[src/lcl_cfg.svh]
/*
 * Constants for the configurable logic cell: register byte offsets,
 * field positions, field widths and reset values.
 * Assumes it is included by bare name from each design file that needs it.
 */
`ifndef LCL_CFG_SVH
`define LCL_CFG_SVH

// register byte offsets on the wishbone slave
`define LCL_OFF_LUT_A 8'h00
`define LCL_OFF_LUT_B 8'h04
`define LCL_OFF_LUT_C 8'h08
`define LCL_OFF_MODE 8'h0C
`define LCL_OFF_STATUS 8'h10

// widths
`define LCL_LUT4_W 16
`define LCL_LUT3_W 8
`define LCL_MODE_W 13

// mode register field positions
`define LCL_MODE_C2_SRC 0
`define LCL_MODE_C0_SRC 1
`define LCL_MODE_X_SEL 2
`define LCL_MODE_Y_SEL 3
`define LCL_MODE_XQ_SRC_LO 4
`define LCL_MODE_YQ_SRC_LO 6
`define LCL_MODE_XQ_LATCH 8
`define LCL_MODE_YQ_LATCH 9
`define LCL_MODE_XQ_SRVAL 10
`define LCL_MODE_YQ_SRVAL 11
`define LCL_MODE_EC_USE 12

// status register field positions
`define LCL_STAT_X 0
`define LCL_STAT_Y 1
`define LCL_STAT_XQ 2
`define LCL_STAT_YQ 3
`define LCL_STAT_C 4

// reset values
`define LCL_LUT_A_RST 16'h0000
`define LCL_LUT_B_RST 16'h0000
`define LCL_LUT_C_RST 8'h00
`define LCL_MODE_RST 13'h0000

`endif

[src/lcl_pkg.sv]
/*
 * Types shared by the configurable logic cell modules.
 * Assumes nothing of its surroundings.
 */
package lcl_pkg;

   // source feeding a storage element
   typedef enum logic [1:0]
   {
      LCL_SRC_A = 2'h0,
      LCL_SRC_B = 2'h1,
      LCL_SRC_C = 2'h2,
      LCL_SRC_DIN = 2'h3
   } lcl_src_t;

   // decoded register target of a bus access
   typedef enum logic [2:0]
   {
      LCL_REG_LUT_A = 3'h0,
      LCL_REG_LUT_B = 3'h1,
      LCL_REG_LUT_C = 3'h2,
      LCL_REG_MODE = 3'h3,
      LCL_REG_STATUS = 3'h4,
      LCL_REG_NONE = 3'h7
   } lcl_reg_t;

endpackage : lcl_pkg

[src/lcl_lut.sv]
/*
 * Look-up-table function generator: the input vector indexes a truth
 * table held in configuration storage.
 * Assumes the table is static while the cell operates.
 */
`timescale 1ns/1ps
`default_nettype none

module lcl_lut
#(
   parameter int unsigned NUM_IN = 4
)
(
   // truth table and inputs
   input wire logic [(1 << NUM_IN) - 1:0] table_i,
   input wire logic [NUM_IN - 1:0] sel_i,
   // result
   output logic out_o
);

   // same path for every function: a plain table read
   assign out_o = table_i[sel_i];

endmodule : lcl_lut

`default_nettype wire

[src/lcl_store.sv]
/*
 * One storage element of the logic cell: edge-triggered flip-flop, or
 * level-sensitive latch transparent while the enable is high.
 * Assumes one fabric clock and an asynchronous active-high global reset.
 */
`timescale 1ns/1ps
`default_nettype none

module lcl_store
(
   // clock and reset
   input wire logic clk_i,
   input wire logic rst_i,
   // data and controls
   input wire logic d_i,
   input wire logic ce_i,
   input wire logic sr_i,
   input wire logic sr_val_i,
   input wire logic latch_i,
   // state
   output logic q_o
);

   logic q_reg;
   logic q_next;

   always_comb
   begin
      q_next = q_reg;
      if (sr_i)
      begin
         q_next = sr_val_i;
      end
      else if (ce_i)
      begin
         q_next = d_i;
      end
   end

   always_ff @(posedge clk_i or posedge rst_i)
   begin
      if (rst_i)
      begin
         q_reg <= 1'b0;
      end
      else
      begin
         q_reg <= q_next;
      end
   end

   // latch mode passes data through while open; set/reset still dominates
   assign q_o = (latch_i && !sr_i && ce_i) ? d_i : q_reg;

endmodule : lcl_store

`default_nettype wire

[src/lcl_logic_cell.sv]
/*
 * Configurable logic cell: two 4-input look-up tables, one 3-input
 * table, output multiplexers and two storage elements, with all
 * configuration held in registers written over classic wishbone.
 * Assumes configuration is loaded before use and held while running,
 * and that CLOCK_I is the single fabric clock for both storage elements.
 */
`timescale 1ns/1ps
`default_nettype none
`include "lcl_cfg.svh"

// Function
// - two 4-input generators, any function
// - generators are configuration-loaded lookup tables
// - third generator, any 3-input function
// - two third-generator inputs independently selectable
// - third generator middle input always external
// - outputs muxed: first/third, second/third
// - two storage elements, usable independently
// - flip-flop, or latch by configuration
// - direct data feeds either storage element
// - middle input loads other element via third
// - two combinational outputs beside registered ones
// - fourteen inputs, four outputs at boundary
// - any five-variable function via third generator
// - static configuration fixes all tables, selections
module lcl_logic_cell
   import lcl_pkg::*;
(
   // clock and reset
   input wire logic CLOCK_I,
   input wire logic RST_I,
   // wishbone slave
   input wire logic CYC_I,
   input wire logic STB_I,
   input wire logic WE_I,
   input wire logic [7:0] ADR_I,
   input wire logic [3:0] SEL_I,
   input wire logic [31:0] DAT_I,
   output logic [31:0] DAT_O,
   output logic ACK_O,
   // cell inputs from the interconnect
   input wire logic [3:0] LUT_A_INPUTS_I,
   input wire logic [3:0] LUT_B_INPUTS_I,
   input wire logic LUT_C_EXT_LOW_I,
   input wire logic LUT_C_EXT_MID_I,
   input wire logic LUT_C_EXT_TOP_I,
   input wire logic DIRECT_DATA_I,
   input wire logic SET_RESET_I,
   input wire logic CLOCK_ENABLE_I,
   // cell outputs to the interconnect
   output logic X_O,
   output logic Y_O,
   output logic XQ_O,
   output logic YQ_O
);

   // configuration and bus state
   logic [`LCL_LUT4_W - 1:0] lut_a_reg;
   logic [`LCL_LUT4_W - 1:0] lut_a_next;
   logic [`LCL_LUT4_W - 1:0] lut_b_reg;
   logic [`LCL_LUT4_W - 1:0] lut_b_next;
   logic [`LCL_LUT3_W - 1:0] lut_c_reg;
   logic [`LCL_LUT3_W - 1:0] lut_c_next;
   logic [`LCL_MODE_W - 1:0] mode_reg;
   logic [`LCL_MODE_W - 1:0] mode_next;
   logic ack_reg;
   logic ack_next;
   logic [31:0] dat_reg;
   logic [31:0] dat_next;

   // datapath
   logic a_out;
   logic b_out;
   logic c_out;
   logic c_in0;
   logic c_in2;
   logic [2:0] c_sel;
   logic st_ce;
   logic [1:0] st_d;
   logic [1:0] st_q;
   logic [1:0] st_latch;
   logic [1:0] st_srval;
   lcl_src_t st_src [2];
   lcl_reg_t req_reg;
   logic req_new;
   logic [31:0] status_word;

   // address decode, shared by the write and the read path
   function automatic lcl_reg_t decode_reg(input logic [7:0] adr);
      lcl_reg_t r;
      r = LCL_REG_NONE;
      case (adr)
         `LCL_OFF_LUT_A: r = LCL_REG_LUT_A;
         `LCL_OFF_LUT_B: r = LCL_REG_LUT_B;
         `LCL_OFF_LUT_C: r = LCL_REG_LUT_C;
         `LCL_OFF_MODE: r = LCL_REG_MODE;
         `LCL_OFF_STATUS: r = LCL_REG_STATUS;
         default: r = LCL_REG_NONE;
      endcase
      return r;
   endfunction : decode_reg

   // byte-lane merge of a write into an existing word
   function automatic logic [31:0] merge_bytes(input logic [31:0] old, input logic [31:0] wr,
                                               input logic [3:0] sel);
      logic [31:0] m;
      m = old;
      for (int i = 0; i < 4; i++)
      begin
         if (sel[i])
         begin
            m[i * 8 +: 8] = wr[i * 8 +: 8];
         end
      end
      return m;
   endfunction : merge_bytes

   // storage element data choice, used for both elements
   function automatic logic pick_data(input lcl_src_t src, input logic a, input logic b,
                                      input logic c, input logic din);
      logic d;
      d = 1'b0;
      case (src)
         LCL_SRC_A: d = a;
         LCL_SRC_B: d = b;
         LCL_SRC_C: d = c;
         LCL_SRC_DIN: d = din;
         default: d = 1'b0;
      endcase
      return d;
   endfunction : pick_data

   assign req_reg = decode_reg(ADR_I);
   // one access per request: the ack cycle itself is not a new request
   assign req_new = CYC_I && STB_I && !ack_reg;

   // live view of the cell for software
   always_comb
   begin
      status_word = 32'h0000_0000;
      status_word[`LCL_STAT_X] = X_O;
      status_word[`LCL_STAT_Y] = Y_O;
      status_word[`LCL_STAT_XQ] = XQ_O;
      status_word[`LCL_STAT_YQ] = YQ_O;
      status_word[`LCL_STAT_C] = c_out;
   end

   // register file next state
   always_comb
   begin
      lut_a_next = lut_a_reg;
      lut_b_next = lut_b_reg;
      lut_c_next = lut_c_reg;
      mode_next = mode_reg;
      dat_next = dat_reg;
      ack_next = req_new;
      if (req_new)
      begin
         dat_next = 32'h0000_0000;
         if (WE_I)
         begin
            // lanes above a register's width are cut on purpose, so they read back 0
            case (req_reg)
               LCL_REG_LUT_A:
               begin
                  lut_a_next = `LCL_LUT4_W'(merge_bytes({16'h0000, lut_a_reg}, DAT_I,
                                                         SEL_I));
               end
               LCL_REG_LUT_B:
               begin
                  lut_b_next = `LCL_LUT4_W'(merge_bytes({16'h0000, lut_b_reg}, DAT_I,
                                                         SEL_I));
               end
               LCL_REG_LUT_C:
               begin
                  lut_c_next = `LCL_LUT3_W'(merge_bytes({24'h00_0000, lut_c_reg}, DAT_I,
                                                         SEL_I));
               end
               LCL_REG_MODE:
               begin
                  mode_next = `LCL_MODE_W'(merge_bytes({19'h0_0000, mode_reg}, DAT_I,
                                                       SEL_I));
               end
               // status is read-only: a write there changes nothing
               default:
               begin
                  mode_next = mode_reg;
               end
            endcase
         end
         else
         begin
            case (req_reg)
               LCL_REG_LUT_A: dat_next = {16'h0000, lut_a_reg};
               LCL_REG_LUT_B: dat_next = {16'h0000, lut_b_reg};
               LCL_REG_LUT_C: dat_next = {24'h00_0000, lut_c_reg};
               LCL_REG_MODE: dat_next = {19'h0_0000, mode_reg};
               LCL_REG_STATUS: dat_next = status_word;
               default: dat_next = 32'h0000_0000;
            endcase
         end
      end
   end

   always_ff @(posedge CLOCK_I or posedge RST_I)
   begin
      if (RST_I)
      begin
         lut_a_reg <= `LCL_LUT_A_RST;
         lut_b_reg <= `LCL_LUT_B_RST;
         lut_c_reg <= `LCL_LUT_C_RST;
         mode_reg <= `LCL_MODE_RST;
         ack_reg <= 1'b0;
         dat_reg <= 32'h0000_0000;
      end
      else
      begin
         lut_a_reg <= lut_a_next;
         lut_b_reg <= lut_b_next;
         lut_c_reg <= lut_c_next;
         mode_reg <= mode_next;
         ack_reg <= ack_next;
         dat_reg <= dat_next;
      end
   end

   // one wait state: ack answers the taken request a cycle later,
   // and the write has landed at the edge that raises it
   assign ACK_O = ack_reg;
   assign DAT_O = dat_reg;

   // primary generators, any function of four inputs each
   lcl_lut #(.NUM_IN(4)) u_lut_a
   (
      .table_i(lut_a_reg),
      .sel_i(LUT_A_INPUTS_I),
      .out_o(a_out)
   );

   lcl_lut #(.NUM_IN(4)) u_lut_b
   (
      .table_i(lut_b_reg),
      .sel_i(LUT_B_INPUTS_I),
      .out_o(b_out)
   );

   // third generator inputs: two selectable, middle fixed external
   assign c_in2 = mode_reg[`LCL_MODE_C2_SRC] ? LUT_C_EXT_TOP_I : a_out;
   assign c_in0 = mode_reg[`LCL_MODE_C0_SRC] ? LUT_C_EXT_LOW_I : b_out;
   // with both internal inputs chosen, the middle input picks between
   // the two primary results: any function of five variables
   assign c_sel = {c_in2, LUT_C_EXT_MID_I, c_in0};

   lcl_lut #(.NUM_IN(3)) u_lut_c
   (
      .table_i(lut_c_reg),
      .sel_i(c_sel),
      .out_o(c_out)
   );

   // combinational outputs, independent of the storage elements
   assign X_O = mode_reg[`LCL_MODE_X_SEL] ? c_out : a_out;
   assign Y_O = mode_reg[`LCL_MODE_Y_SEL] ? c_out : b_out;

   // storage element configuration
   assign st_src[0] = lcl_src_t'(mode_reg[`LCL_MODE_XQ_SRC_LO +: 2]);
   assign st_src[1] = lcl_src_t'(mode_reg[`LCL_MODE_YQ_SRC_LO +: 2]);
   assign st_latch = {mode_reg[`LCL_MODE_YQ_LATCH], mode_reg[`LCL_MODE_XQ_LATCH]};
   assign st_srval = {mode_reg[`LCL_MODE_YQ_SRVAL], mode_reg[`LCL_MODE_XQ_SRVAL]};
   // enable is ignored unless configured in, so unused routing cannot stall
   assign st_ce = !mode_reg[`LCL_MODE_EC_USE] || CLOCK_ENABLE_I;

   // two elements on the one fabric clock; direct data can reach either,
   // and the middle input reaches the other through the third generator
   generate
      for (genvar i = 0; i < 2; i++)
      begin : g_store
         assign st_d[i] = pick_data(st_src[i], a_out, b_out, c_out, DIRECT_DATA_I);

         lcl_store u_store
         (
            .clk_i(CLOCK_I),
            .rst_i(RST_I),
            .d_i(st_d[i]),
            .ce_i(st_ce),
            .sr_i(SET_RESET_I),
            .sr_val_i(st_srval[i]),
            .latch_i(st_latch[i]),
            .q_o(st_q[i])
         );
      end
   endgenerate

   // registered outputs give the route for a third separate result
   assign XQ_O = st_q[0];
   assign YQ_O = st_q[1];

endmodule : lcl_logic_cell

`default_nettype wire

[config.mk]
export PLATFORM = sky130hd
export DESIGN_NAME = lcl_logic_cell
export DESIGN_NICKNAME = d
export VERILOG_FILES = /design/src/lcl_pkg.sv /design/src/lcl_lut.sv /design/src/lcl_store.sv /design/src/lcl_logic_cell.sv
export VERILOG_INCLUDE_DIRS = /design/src
export SDC_FILE = /design/constraint.sdc
export NUM_CORES = 1
export LEC_CHECK = 0
export BUFFER_PORTS_ARGS = -buffer_cell sky130_fd_sc_hd__buf_4
export CAP_MARGIN = 0
export CELL_PAD_IN_SITES_DETAIL_PLACEMENT = 0
export CELL_PAD_IN_SITES_GLOBAL_PLACEMENT = 2
export CORE_AREA = 2 2 114 116
export CTS_CLUSTER_SIZE = 12
export DETAILED_ROUTE_END_ITERATION = 16
export DIE_AREA = 0 0 116 118
export GPL_ROUTABILITY_DRIVEN = 0
export GPL_TIMING_DRIVEN = 0
export PLACE_DENSITY = 0.78
export SETUP_SLACK_MARGIN = 0.05
export SLEW_MARGIN = 20
export SYNTH_ARGS = -nofsm -noshare
export SYNTH_HDL_FRONTEND = slang
export SYNTH_HIERARCHICAL = 1
export SYNTH_SLANG_ARGS = --single-unit
[constraint.sdc]
create_clock -name CLOCK_I -period 4 [get_ports CLOCK_I]
set_clock_uncertainty 0.1 [all_clocks]
set_input_delay 0.6 -clock CLOCK_I [delete_from_list [all_inputs] [get_ports CLOCK_I]]
set_output_delay 0.6 -clock CLOCK_I [all_outputs]
set_load 0.02 [all_outputs]
==> results of run 1 <==
## metal layers
| layer | track usage | vias to the layer above | wire (um) | share of wire |
|---|---|---|---|---|
| li1 | - | 1273 | - | - |
| met1 | 0.222 | 1408 | 4750 | 0.45 |
| met2 | 0.253 | 94 | 5000 | 0.47 |
| met3 | 0.0304 | 13 | 574 | 0.054 |
| met4 | 0.0551 | 0 | 221 | 0.021 |
| met5 | 0 | - | 0 | 0 |
## logic make-up after synthesis
kind of cell,share of synthesized area
DFF,0.463
buffers and inverters,0.0476
other,0.000963
muxes,0.275
and+or+nand+nor,0.102
AOI/OAI and AO/OA,0.112
## layout make-up
type                       count  area [um^2]  share of cell area
buffer                        26          170              0.0334
multi-input combinational    193         2000               0.393
sequential                    72         1800               0.354
clock buffer                  13          260              0.0511
clock inverter                 3         40.0             0.00786
timing repair buffer          74          588               0.115
tap                          172          215              0.0422
inverter                       4         17.5             0.00344
## power by group through the flow
| stage | logic, uW | clock network (uW) | registers [uW] |
|---|---|---|---|
| 6_report | 147 | 809 | 737 |
| 2_1_floorplan | 69.0 | 0 | 749 |
| 3_5_place_dp | 142 | 0 | 750 |
| 5_1_grt | 159 | 851 | 737 |
| 3_3_place_gp | 137 | 0 | 750 |
| 4_1_cts | 146 | 814 | 737 |
## metrics by stage
| stage | hold slack [ps] | instances | power [uW] | area, um^2 |
|---|---|---|---|---|
| 2_1_floorplan | 229 | 295 | 818 | 3950 |
| 3_3_place_gp | 365 | 532 | 887 | 4650 |
| 3_5_place_dp | 381 | 533 | 892 | 4680 |
| 4_1_cts | 26.6 | 557 | 1700 | 5040 |
| 5_1_grt | 29.3 | 557 | 1750 | 5090 |
| 6_report | 31.5 | 557 | 1690 | 5090 |
## cell usage in the layout, fill, tap and decap left out, drive strengths merged
master	synthesis	final
nand3b	5	5
and2	2	2
nor2	1	1
clkinv	0	2
nand2	8	8
nor3	1	1
a2111o	1	1
bufinv	0	1
dfrtp	72	72
or4	2	2
inv	4	4
conb	1	16
mux4	12	12
nor4	2	2
buf	22	96
a22oi	18	18
a32oi	2	2
a221oi	3	3
and4bb	1	1
o211ai	1	1
a21oi	3	3
nor4b	3	3
o221ai	4	4
and3	2	2
nand2b	1	1
o2bb2ai	5	5
mux2	60	60
nand3	10	10
o21ai	6	6
a22o	13	13
mux2i	8	8
or3	1	1
nor2b	2	2
clkbuf	4	17
## worst max-delay path: cells and delay by family, from the launching register on
family | cells | cell delay (ps)
buffers and inverters | 1 | 130
DFF | 1 | 410
muxes | 8 | 2650
## path summary, 6_finish.rpt
path | slack [ps] | to | from | depth (start not counted)
min in group CLOCK_I | 400 | mode_reg[11] | DAT_I[11] | 2
setup reg to reg | 100 | DAT_O[2] | lut_b_reg[1] | 13
hold reg to reg | 410 | DAT_O[8] | DAT_O[8] | 1
setup / recovery | -230 | XQ_O | lut_b_reg[1] | 9
max in group asynchronous | 3070 | mode_reg[4] | RST_I | 3
hold / removal | 30 | g_store[1].u_store/q_reg | RST_I | 2
## repair_timing
item	4_1_cts	5_1_grt
hold buffers	0	0
pin swaps	0	5
setup buffers	8	0
endpoints found under the setup margin	6	6
gates resized for setup	14	8
==> flow_metrics.env, run 1 <==
export IMPL_grt_overflow_total=0
export IMPL_yosysSeqAreaShare=0.463
export IMPL_power_share_clock=0.478
export IMPL_initial_core_util=0.314
export IMPL_die_y_um=118
export IMPL_yosys_most_used_dff="dfrtp_1"
export IMPL_setup_worst_path_start_class="flip-flop"
export IMPL_pwr_density_cell_nw_per_um2=332
export IMPL_setup_viol=2
export IMPL_ys_ff_latch=72
export IMPL_io_buffers=65
export IMPL_finalMaxSlewViolations=0
export IMPL_ios=100
export IMPL_fin_util=0.410
export IMPL_worstHoldPathType="input port to async pin"
export IMPL_wl_per_cell_um=18.9
export IMPL_drt_wl_total_mm=10.5
export IMPL_clk_pin_slew_worst_paths_ps=60
export IMPL_post_place_ws_ps=-538
export IMPL_ir_worst_vdd_v=0.000186
export IMPL_critPathKind="flip-flop to output pin"
export IMPL_drcViolationCount=0
export IMPL_yosysWarnings=6
export IMPL_grt_max_degree=44
export IMPL_yosysMostFrequentCell="dfrtp_1"
export IMPL_root_buffer="clkbuf_16"
export IMPL_violations="negative setup slack"
export IMPL_p_comb_frac=0.087
export IMPL_clock_fmax_mhz=236
export IMPL_yosysTopAreaCell="dfrtp_1"
export IMPL_crit_fanout=3
export IMPL_fin_crit_ps=4230
export IMPL_clockBufferDepth=2
export IMPL_core_area_um2=12400
export IMPL_cap_violations=0
export IMPL_leakagePower_uw=0.00245
export IMPL_slowest_delay_ps=510
export IMPL_power_switching_uw=379
export IMPL_drtPass1Iterations=4
export IMPL_cp_arrival_ps=3530
export IMPL_tightest_slew_ps=810
export IMPL_diodes=0
export IMPL_hold_violations=0
export IMPL_die_w_um=116
export IMPL_pwr_share_seq=0.436
export IMPL_p_sw_frac=0.224
export IMPL_synth_edf_count=0
export IMPL_dieArea_um2=13700
export IMPL_final_antenna_net_count=0
export IMPL_clkLatencyLatePin_ps=330
export IMPL_netlist_area_um2=3890
export IMPL_final_setup_tns_ps=-439
export IMPL_synth_cell_types=45
export IMPL_syn_to_final_growth_pct=30.8
export IMPL_crit_chain="mux4_2 -> mux2i_4 -> mux2i_4 -> mux2_4 -> mux4_2 -> mux2_4 -> mux4_2 -> mux2_4 -> buf_6"
export IMPL_numCtsBuffers=9
export IMPL_rsz0062_at_grt="yes"
export IMPL_cts_sinks=72
export IMPL_finalCritPeriodShare=1.06
export IMPL_layout_drive_gt1_share=0.491
export IMPL_tritoncts="yes"
export IMPL_row_count=41
export IMPL_fillers=1176
export IMPL_status="finished, violations left"
export IMPL_cts_htree_levels=3
export IMPL_synth_cells=280
export IMPL_maxSlewHeadroom=0.456
export IMPL_design_final_nets=443
export IMPL_crit_required_ps=3300
export IMPL_grt_pass1_vias=2876
export IMPL_viasPerCell=5.01
export IMPL_antenna_found_initial=0
export IMPL_drt_iter0_drc=138
export IMPL_end_kind="output pin"
export IMPL_yosysTopAreaCellShare=0.463
export IMPL_synthTopCellsByCount="dfrtp_1 (72), mux2_2 (45), a22oi_1 (18), buf_4 (18)"
export IMPL_synth_area_leaders="dfrtp_1 (46%), mux2_2 (13%), mux4_1 (6.7%)"
export IMPL_dr_total_vias=2788
export IMPL_crit_slowest_cell="mux4_2"
export IMPL_synthArstFlopShare=1.00
export IMPL_avgSynthCellArea_um2=13.9
export IMPL_p_int_uw=1310
export IMPL_grt_pass1_wl_mm=16.5
export IMPL_fin_ws_ps=-233
export IMPL_track_usage=0.161
export IMPL_place_hpwl_mm=8.15
(Power assumes the default switching activity.)
==> run 2: changes to the inputs <==
==> constraint.sdc (replaced) <==
create_clock -name CLOCK_I -period 4 [get_ports CLOCK_I]
set_clock_uncertainty 0.1 [all_clocks]
set_input_delay 0.6 -clock CLOCK_I [delete_from_list [all_inputs] [get_ports CLOCK_I]]
set_output_delay 0.6 -clock CLOCK_I [all_outputs]
set_load 0.005 [all_outputs]
==> run 2 against run 1 <==
The flow still finishes with violations (negative setup slack); core utilization did not move; first-iteration DRC count up 19%; total power decreased by 0.78%; hold slack improved by 2.4 ps; cell count is the same; count of clock-buffer cells in the layout did not move; register-to-register slack barely moved; die area stayed put; combinational power shrank 7%; final area is the same; largest power group unchanged; highest routed layer unchanged.
==> flow_metrics.env, run 2 (synthesis results as in run 1) <==
export IMPL_status="finished, violations left"
export IMPL_violations="negative setup slack"
export IMPL_grt_max_degree=44
export IMPL_leakagePower_uw=0.00245
export IMPL_crit_family="multiplexers"
export IMPL_fillers=1176
export IMPL_totalPowerFinal_uw=1680
export IMPL_tightest_slew_ps=823
export IMPL_setup_worst_path_start_class="flip-flop"
export IMPL_crit_chain="mux4_2 -> mux2i_4 -> mux2i_4 -> mux2_4 -> mux4_2 -> mux2_4 -> mux4_2 -> mux2_4 -> buf_6"
export IMPL_fin_crit_ps=4220
export IMPL_worstHoldPathType="input port to async pin"
export IMPL_antenna_found_initial=0
export IMPL_critPathKind="flip-flop to output pin"
export IMPL_reg2reg_depth=13
export IMPL_tritoncts="yes"
export IMPL_rsz0062_at_grt="yes"
export IMPL_final_common_cell="buf_4"
export IMPL_finalMaxSlewViolations=0
export IMPL_cap_violations=0
export IMPL_cts_sinks=72
export IMPL_viasPerCell=4.98
export IMPL_drcViolationCount=0
export IMPL_io_buffers=65
export IMPL_crit_start="lut_b_reg[1]"
export IMPL_wl_per_cell_um=19.0
export IMPL_p_sw_frac=0.218
export IMPL_diodes=0
export IMPL_crit_slowest_cell="mux4_2"
export IMPL_cp_arrival_ps=3520
export IMPL_layout_common_cells="buf_4 (88), dfrtp_1 (72), mux2_2 (43)"
export IMPL_power_share_clock=0.480
export IMPL_crit_fanout=3
export IMPL_slowest_delay_ps=510
export IMPL_initial_core_util=0.314
export IMPL_layout_drive_gt1_share=0.491
export IMPL_core_area_um2=12400
export IMPL_drt_iter0_drc=164
export IMPL_place_hpwl_mm=8.15
export IMPL_pwr_density_cell_nw_per_um2=330
export IMPL_cts_htree_levels=3
export IMPL_track_usage=0.161
export IMPL_row_count=41
export IMPL_final_antenna_net_count=0
export IMPL_power_switching_uw=367
export IMPL_fin_util=0.410
export IMPL_clk_pin_slew_worst_paths_ps=60
export IMPL_grt_pass1_wl_mm=16.5
export IMPL_ir_worst_vdd_v=0.000185
export IMPL_numCtsBuffers=9
export IMPL_finalCritPeriodShare=1.05
export IMPL_end_kind="output pin"
export IMPL_grt_pass1_vias=2876
export IMPL_die_w_um=116
export IMPL_r2r_start="lut_b_reg[1]"
export IMPL_p_int_uw=1310
export IMPL_fin_ws_ps=-219
export IMPL_syn_to_final_growth_pct=30.8
export IMPL_maxSlewHeadroom=0.448
export IMPL_clkLatencyLatePin_ps=330
export IMPL_clockBufferDepth=2
export IMPL_hold_buffers=0
export IMPL_die_y_um=118
export IMPL_crit_cells=9
export IMPL_crit_required_ps=3300
export IMPL_dieArea_um2=13700
export IMPL_design_final_nets=443
export IMPL_setup_viol=2
export IMPL_ios=100
export IMPL_pwr_share_seq=0.439
export IMPL_path_buf_inv=1
export IMPL_dr_total_vias=2773
export IMPL_drtPass1Iterations=4
export IMPL_p_comb_frac=0.081
export IMPL_hold_violations=0
export IMPL_root_buffer="clkbuf_16"
export IMPL_clock_fmax_mhz=237
export IMPL_drt_wl_total_mm=10.6
export IMPL_grt_overflow_total=0
## run 2: final timing paths
| check | endpoint | slack, ps |
|---|---|---|
| max in group asynchronous | mode_reg[4] | 3070 |
| max | XQ_O | -220 |
| max reg2reg | DAT_O[2] | 100 |
| min | g_store[1].u_store/q_reg | 30 |
| min in group CLOCK_I | mode_reg[11] | 400 |
| min reg2reg | DAT_O[2] | 410 |
## run 2: layout make-up
| class | instances | area [um^2] | share of cell area |
|---|---|---|---|
| buffer | 26 | 170 | 0.0334 |
| clock buffer | 13 | 260 | 0.0511 |
| clock inverter | 3 | 40.0 | 0.00786 |
| inverter | 4 | 17.5 | 0.00344 |
| multi-input combinational | 193 | 2000 | 0.393 |
| sequential | 72 | 1800 | 0.354 |
| tap | 172 | 215 | 0.0422 |
| timing repair buffer | 74 | 588 | 0.115 |
## run 2: what timing repair did
item | CTS | global route
gates resized for setup | 14 | 8
setup buffers | 8 | 0
pin swaps | 0 | 5
setup endpoints to repair | 6 | 6
## run 2: power groups by stage
stage	Sequential (uW)	Combinational (uW)	Clock, uW
2_1_floorplan	749	58.2	0
3_3_place_gp	750	126	0
3_5_place_dp	750	131	0
4_1_cts	737	134	814
5_1_grt	737	148	851
6_report	737	136	807
## run 2: through the flow
| step | cells | instance area [um^2] | setup WS [ps] | hold WS (ps) | TNS (ps) |
|---|---|---|---|---|---|
| 6_report | 557 | 5090 | -219 | 33.9 | -412 |
| 5_1_grt | 557 | 5090 | -268 | 29.3 | -522 |
| 4_1_cts | 557 | 5040 | -225 | 26.6 | -435 |
| 3_5_place_dp | 533 | 4680 | -515 | 381 | -1930 |
| 3_3_place_gp | 532 | 4650 | -476 | 365 | -1730 |
| 2_1_floorplan | 295 | 3950 | 188 | 229 | 0 |
## run 2: routing by layer
layer	part of all wire	routed length [um]	vias up	global-route usage
met5	0	0	-	0
li1	-	-	1271	-
met2	0.48	5030	90	0.253
met3	0.050	524	15	0.0304
met4	0.022	228	0	0.0551
met1	0.45	4780	1397	0.222
==> run 3: changes to the inputs <==
==> constraint.sdc (replaced) <==
create_clock -name CLOCK_I -period 4 [get_ports CLOCK_I]
set_clock_uncertainty 0.1 [all_clocks]
set_input_delay 0.2 -clock CLOCK_I [delete_from_list [all_inputs] [get_ports CLOCK_I]]
set_output_delay 0.2 -clock CLOCK_I [all_outputs]
set_load 0.005 [all_outputs]
==> run 3 against run 2 <==
Global-route usage about the same; cell count is 0.36% lower; the flow now finishes without violations; hold slack worse by 27 ps; first-iteration DRC count decreased by 15%; core utilization down 0.33 points; critical endpoint unchanged.
==> flow_metrics.env, run 3 (synthesis results as in run 1) <==
export IMPL_cpMostUsedCell="mux2_4"
export IMPL_row_count=41
export IMPL_track_usage=0.161
export IMPL_setup_worst_path_start_class="flip-flop"
export IMPL_dr_total_vias=2785
export IMPL_cp_arrival_ps=3550
export IMPL_ios=100
export IMPL_drcViolationCount=0
export IMPL_reg2reg_slack_ps=180
export IMPL_cts_sinks=72
export IMPL_cts_htree_levels=3
export IMPL_regToRegEndpoint="DAT_O[2]"
export IMPL_leakagePower_uw=0.00243
export IMPL_regArea_um2=1800
export IMPL_tritoncts="yes"
export IMPL_whs_path_depth=2
export IMPL_finalCritPeriodShare=0.964
export IMPL_crit_fanout=3
export IMPL_rsz0062_at_grt="no"
export IMPL_root_buffer="clkbuf_16"
export IMPL_initial_core_util=0.314
export IMPL_numCtsBuffers=9
export IMPL_grt_overflow_total=0
export IMPL_end_kind="output pin"
export IMPL_path_buf_inv=1
export IMPL_clock_fmax_mhz=259
export IMPL_drt_wl_total_mm=10.6
export IMPL_drt_iter0_drc=139
export IMPL_drtPass1Iterations=4
export IMPL_grt_max_degree=44
export IMPL_clk_pin_slew_worst_paths_ps=60
export IMPL_grt_pass1_wl_mm=16.5
export IMPL_hold_violations=0
export IMPL_maxSlewHeadroom=0.442
export IMPL_crit_family="multiplexers"
export IMPL_final_setup_tns_ps=0
export IMPL_dieArea_um2=13700
export IMPL_pwr_density_cell_nw_per_um2=333
export IMPL_reg2reg_depth=12
export IMPL_slowest_delay_ps=530
export IMPL_ir_worst_vdd_v=0.000189
export IMPL_design_final_nets=441
export IMPL_place_hpwl_mm=8.15
export IMPL_core_area_um2=12400
export IMPL_cap_violations=0
export IMPL_crit_chain="mux4_2 -> mux2i_4 -> mux2i_4 -> mux2_4 -> mux4_1 -> mux2_4 -> mux4_2 -> mux2_4 -> buf_4"
export IMPL_worstHoldEndpoint="lut_a_reg[15]"
export IMPL_layout_drive_gt1_share=0.473
export IMPL_multi_input_area_um2=1990
export IMPL_worstHoldStart="DAT_I[15]"
export IMPL_wl_per_cell_um=19.2
export IMPL_final_area_um2=5050
export IMPL_syn_to_final_growth_pct=29.8
export IMPL_fin_crit_ps=3850
export IMPL_placed_area_um2=4680
export IMPL_crit_required_ps=3700
export IMPL_clkLatencyLatePin_ps=340
export IMPL_fillers=1180
export IMPL_worstHoldPathType="input port to flip-flop"
export IMPL_crit_slowest_cell="mux4_2"
export IMPL_viasPerCell=5.02
export IMPL_critPathKind="flip-flop to output pin"
export IMPL_finalMaxSlewViolations=0
export IMPL_final_antenna_net_count=0
export IMPL_final_common_cell="buf_4"
export IMPL_layout_common_cells="buf_4 (87), dfrtp_1 (72), mux2_2 (43)"
export IMPL_tightest_slew_ps=831
export IMPL_antenna_found_initial=0
export IMPL_die_w_um=116
export IMPL_die_y_um=118
export IMPL_io_buffers=65
export IMPL_clockBufferDepth=2
export IMPL_status="finished, final reports clean"
export IMPL_r2r_start="lut_b_reg[3]"
export IMPL_diodes=0
export IMPL_grt_pass1_vias=2870
export IMPL_setup_viol=0
==> run 3: through the flow <==
| stage | cells | util | setup slack [ps] | total power (uW) | hold slack [ps] |
|---|---|---|---|---|---|
| after floorplan | 295 | - | 472 | 807 | -171 |
| after global placement | 532 | 0.375 | 6.72 | 875 | -34.8 |
| after detailed placement | 533 | 0.377 | -39.3 | 881 | -18.9 |
| after CTS | 553 | 0.404 | 64.6 | 1680 | 5.20 |
| after global routing | 555 | 0.407 | 34.9 | 1730 | 15.0 |
| final | 555 | 0.407 | 146 | 1680 | 6.57 |
==> run 3: power by group <==
part,leakage [uW],total [uW],switching [uW],internal (uW)
clock network,0.000150,809,294,515
logic,0.00128,135,70.9,63.8
registers,0.00100,737,4.01,733
==> run 3: routing by layer <==
metal  routed length (um)  part of all wire  global-route usage  vias up
met1                 4740              0.45               0.221     1399
met4                  257             0.024              0.0551        0
met3                  603             0.057              0.0299       19
met5                    0                 0                   0        -
li1                     -                 -                   -     1271
met2                 5040              0.47               0.254       96
==> run 3: cell type report <==
class | instances | share of cell area
multi-input cells | 193 | 0.394
flip-flops and latches | 72 | 0.357
repair buffers | 72 | 0.110
clock buffers | 13 | 0.0515
well taps | 172 | 0.0426
plain buffers | 26 | 0.0337
clock inverters | 3 | 0.00792
inverters | 4 | 0.00347
==> run 3: how the worst max path moves through the flow <==
stage,cells after the start,slack (ps),start,endpoint
floorplan,12,470,lut_b_reg[13],DAT_O[2]
global placement,11,7,lut_b_reg[1],DAT_O[3]
detailed placement,12,-40,LUT_B_INPUTS_I[0],DAT_O[3]
CTS,9,60,lut_b_reg[4],XQ_O
global route,12,30,lut_b_reg[2],DAT_O[2]
finish,9,150,lut_b_reg[3],XQ_O
==> run 3: repair_timing <==
item,4_1_cts,5_1_grt
hold buffers,2,0
buffers inserted,2,2
pin swaps,0,1
setup endpoints to repair,4,4
hold endpoints to repair,30,0
gates resized for setup,2,11
==> run 3: worst register-to-register path, cell delays in order, from the launching register on <==
cell	delay [ps]
dfrtp_1	400
mux4_2	530
mux2i_4	200
mux2i_4	120
mux2_4	300
mux4_1	450
mux2_4	290
mux4_2	490
mux2_4	300
nand3b_1	90
a2111o_1	140
o211ai_1	100
a22o_1	200
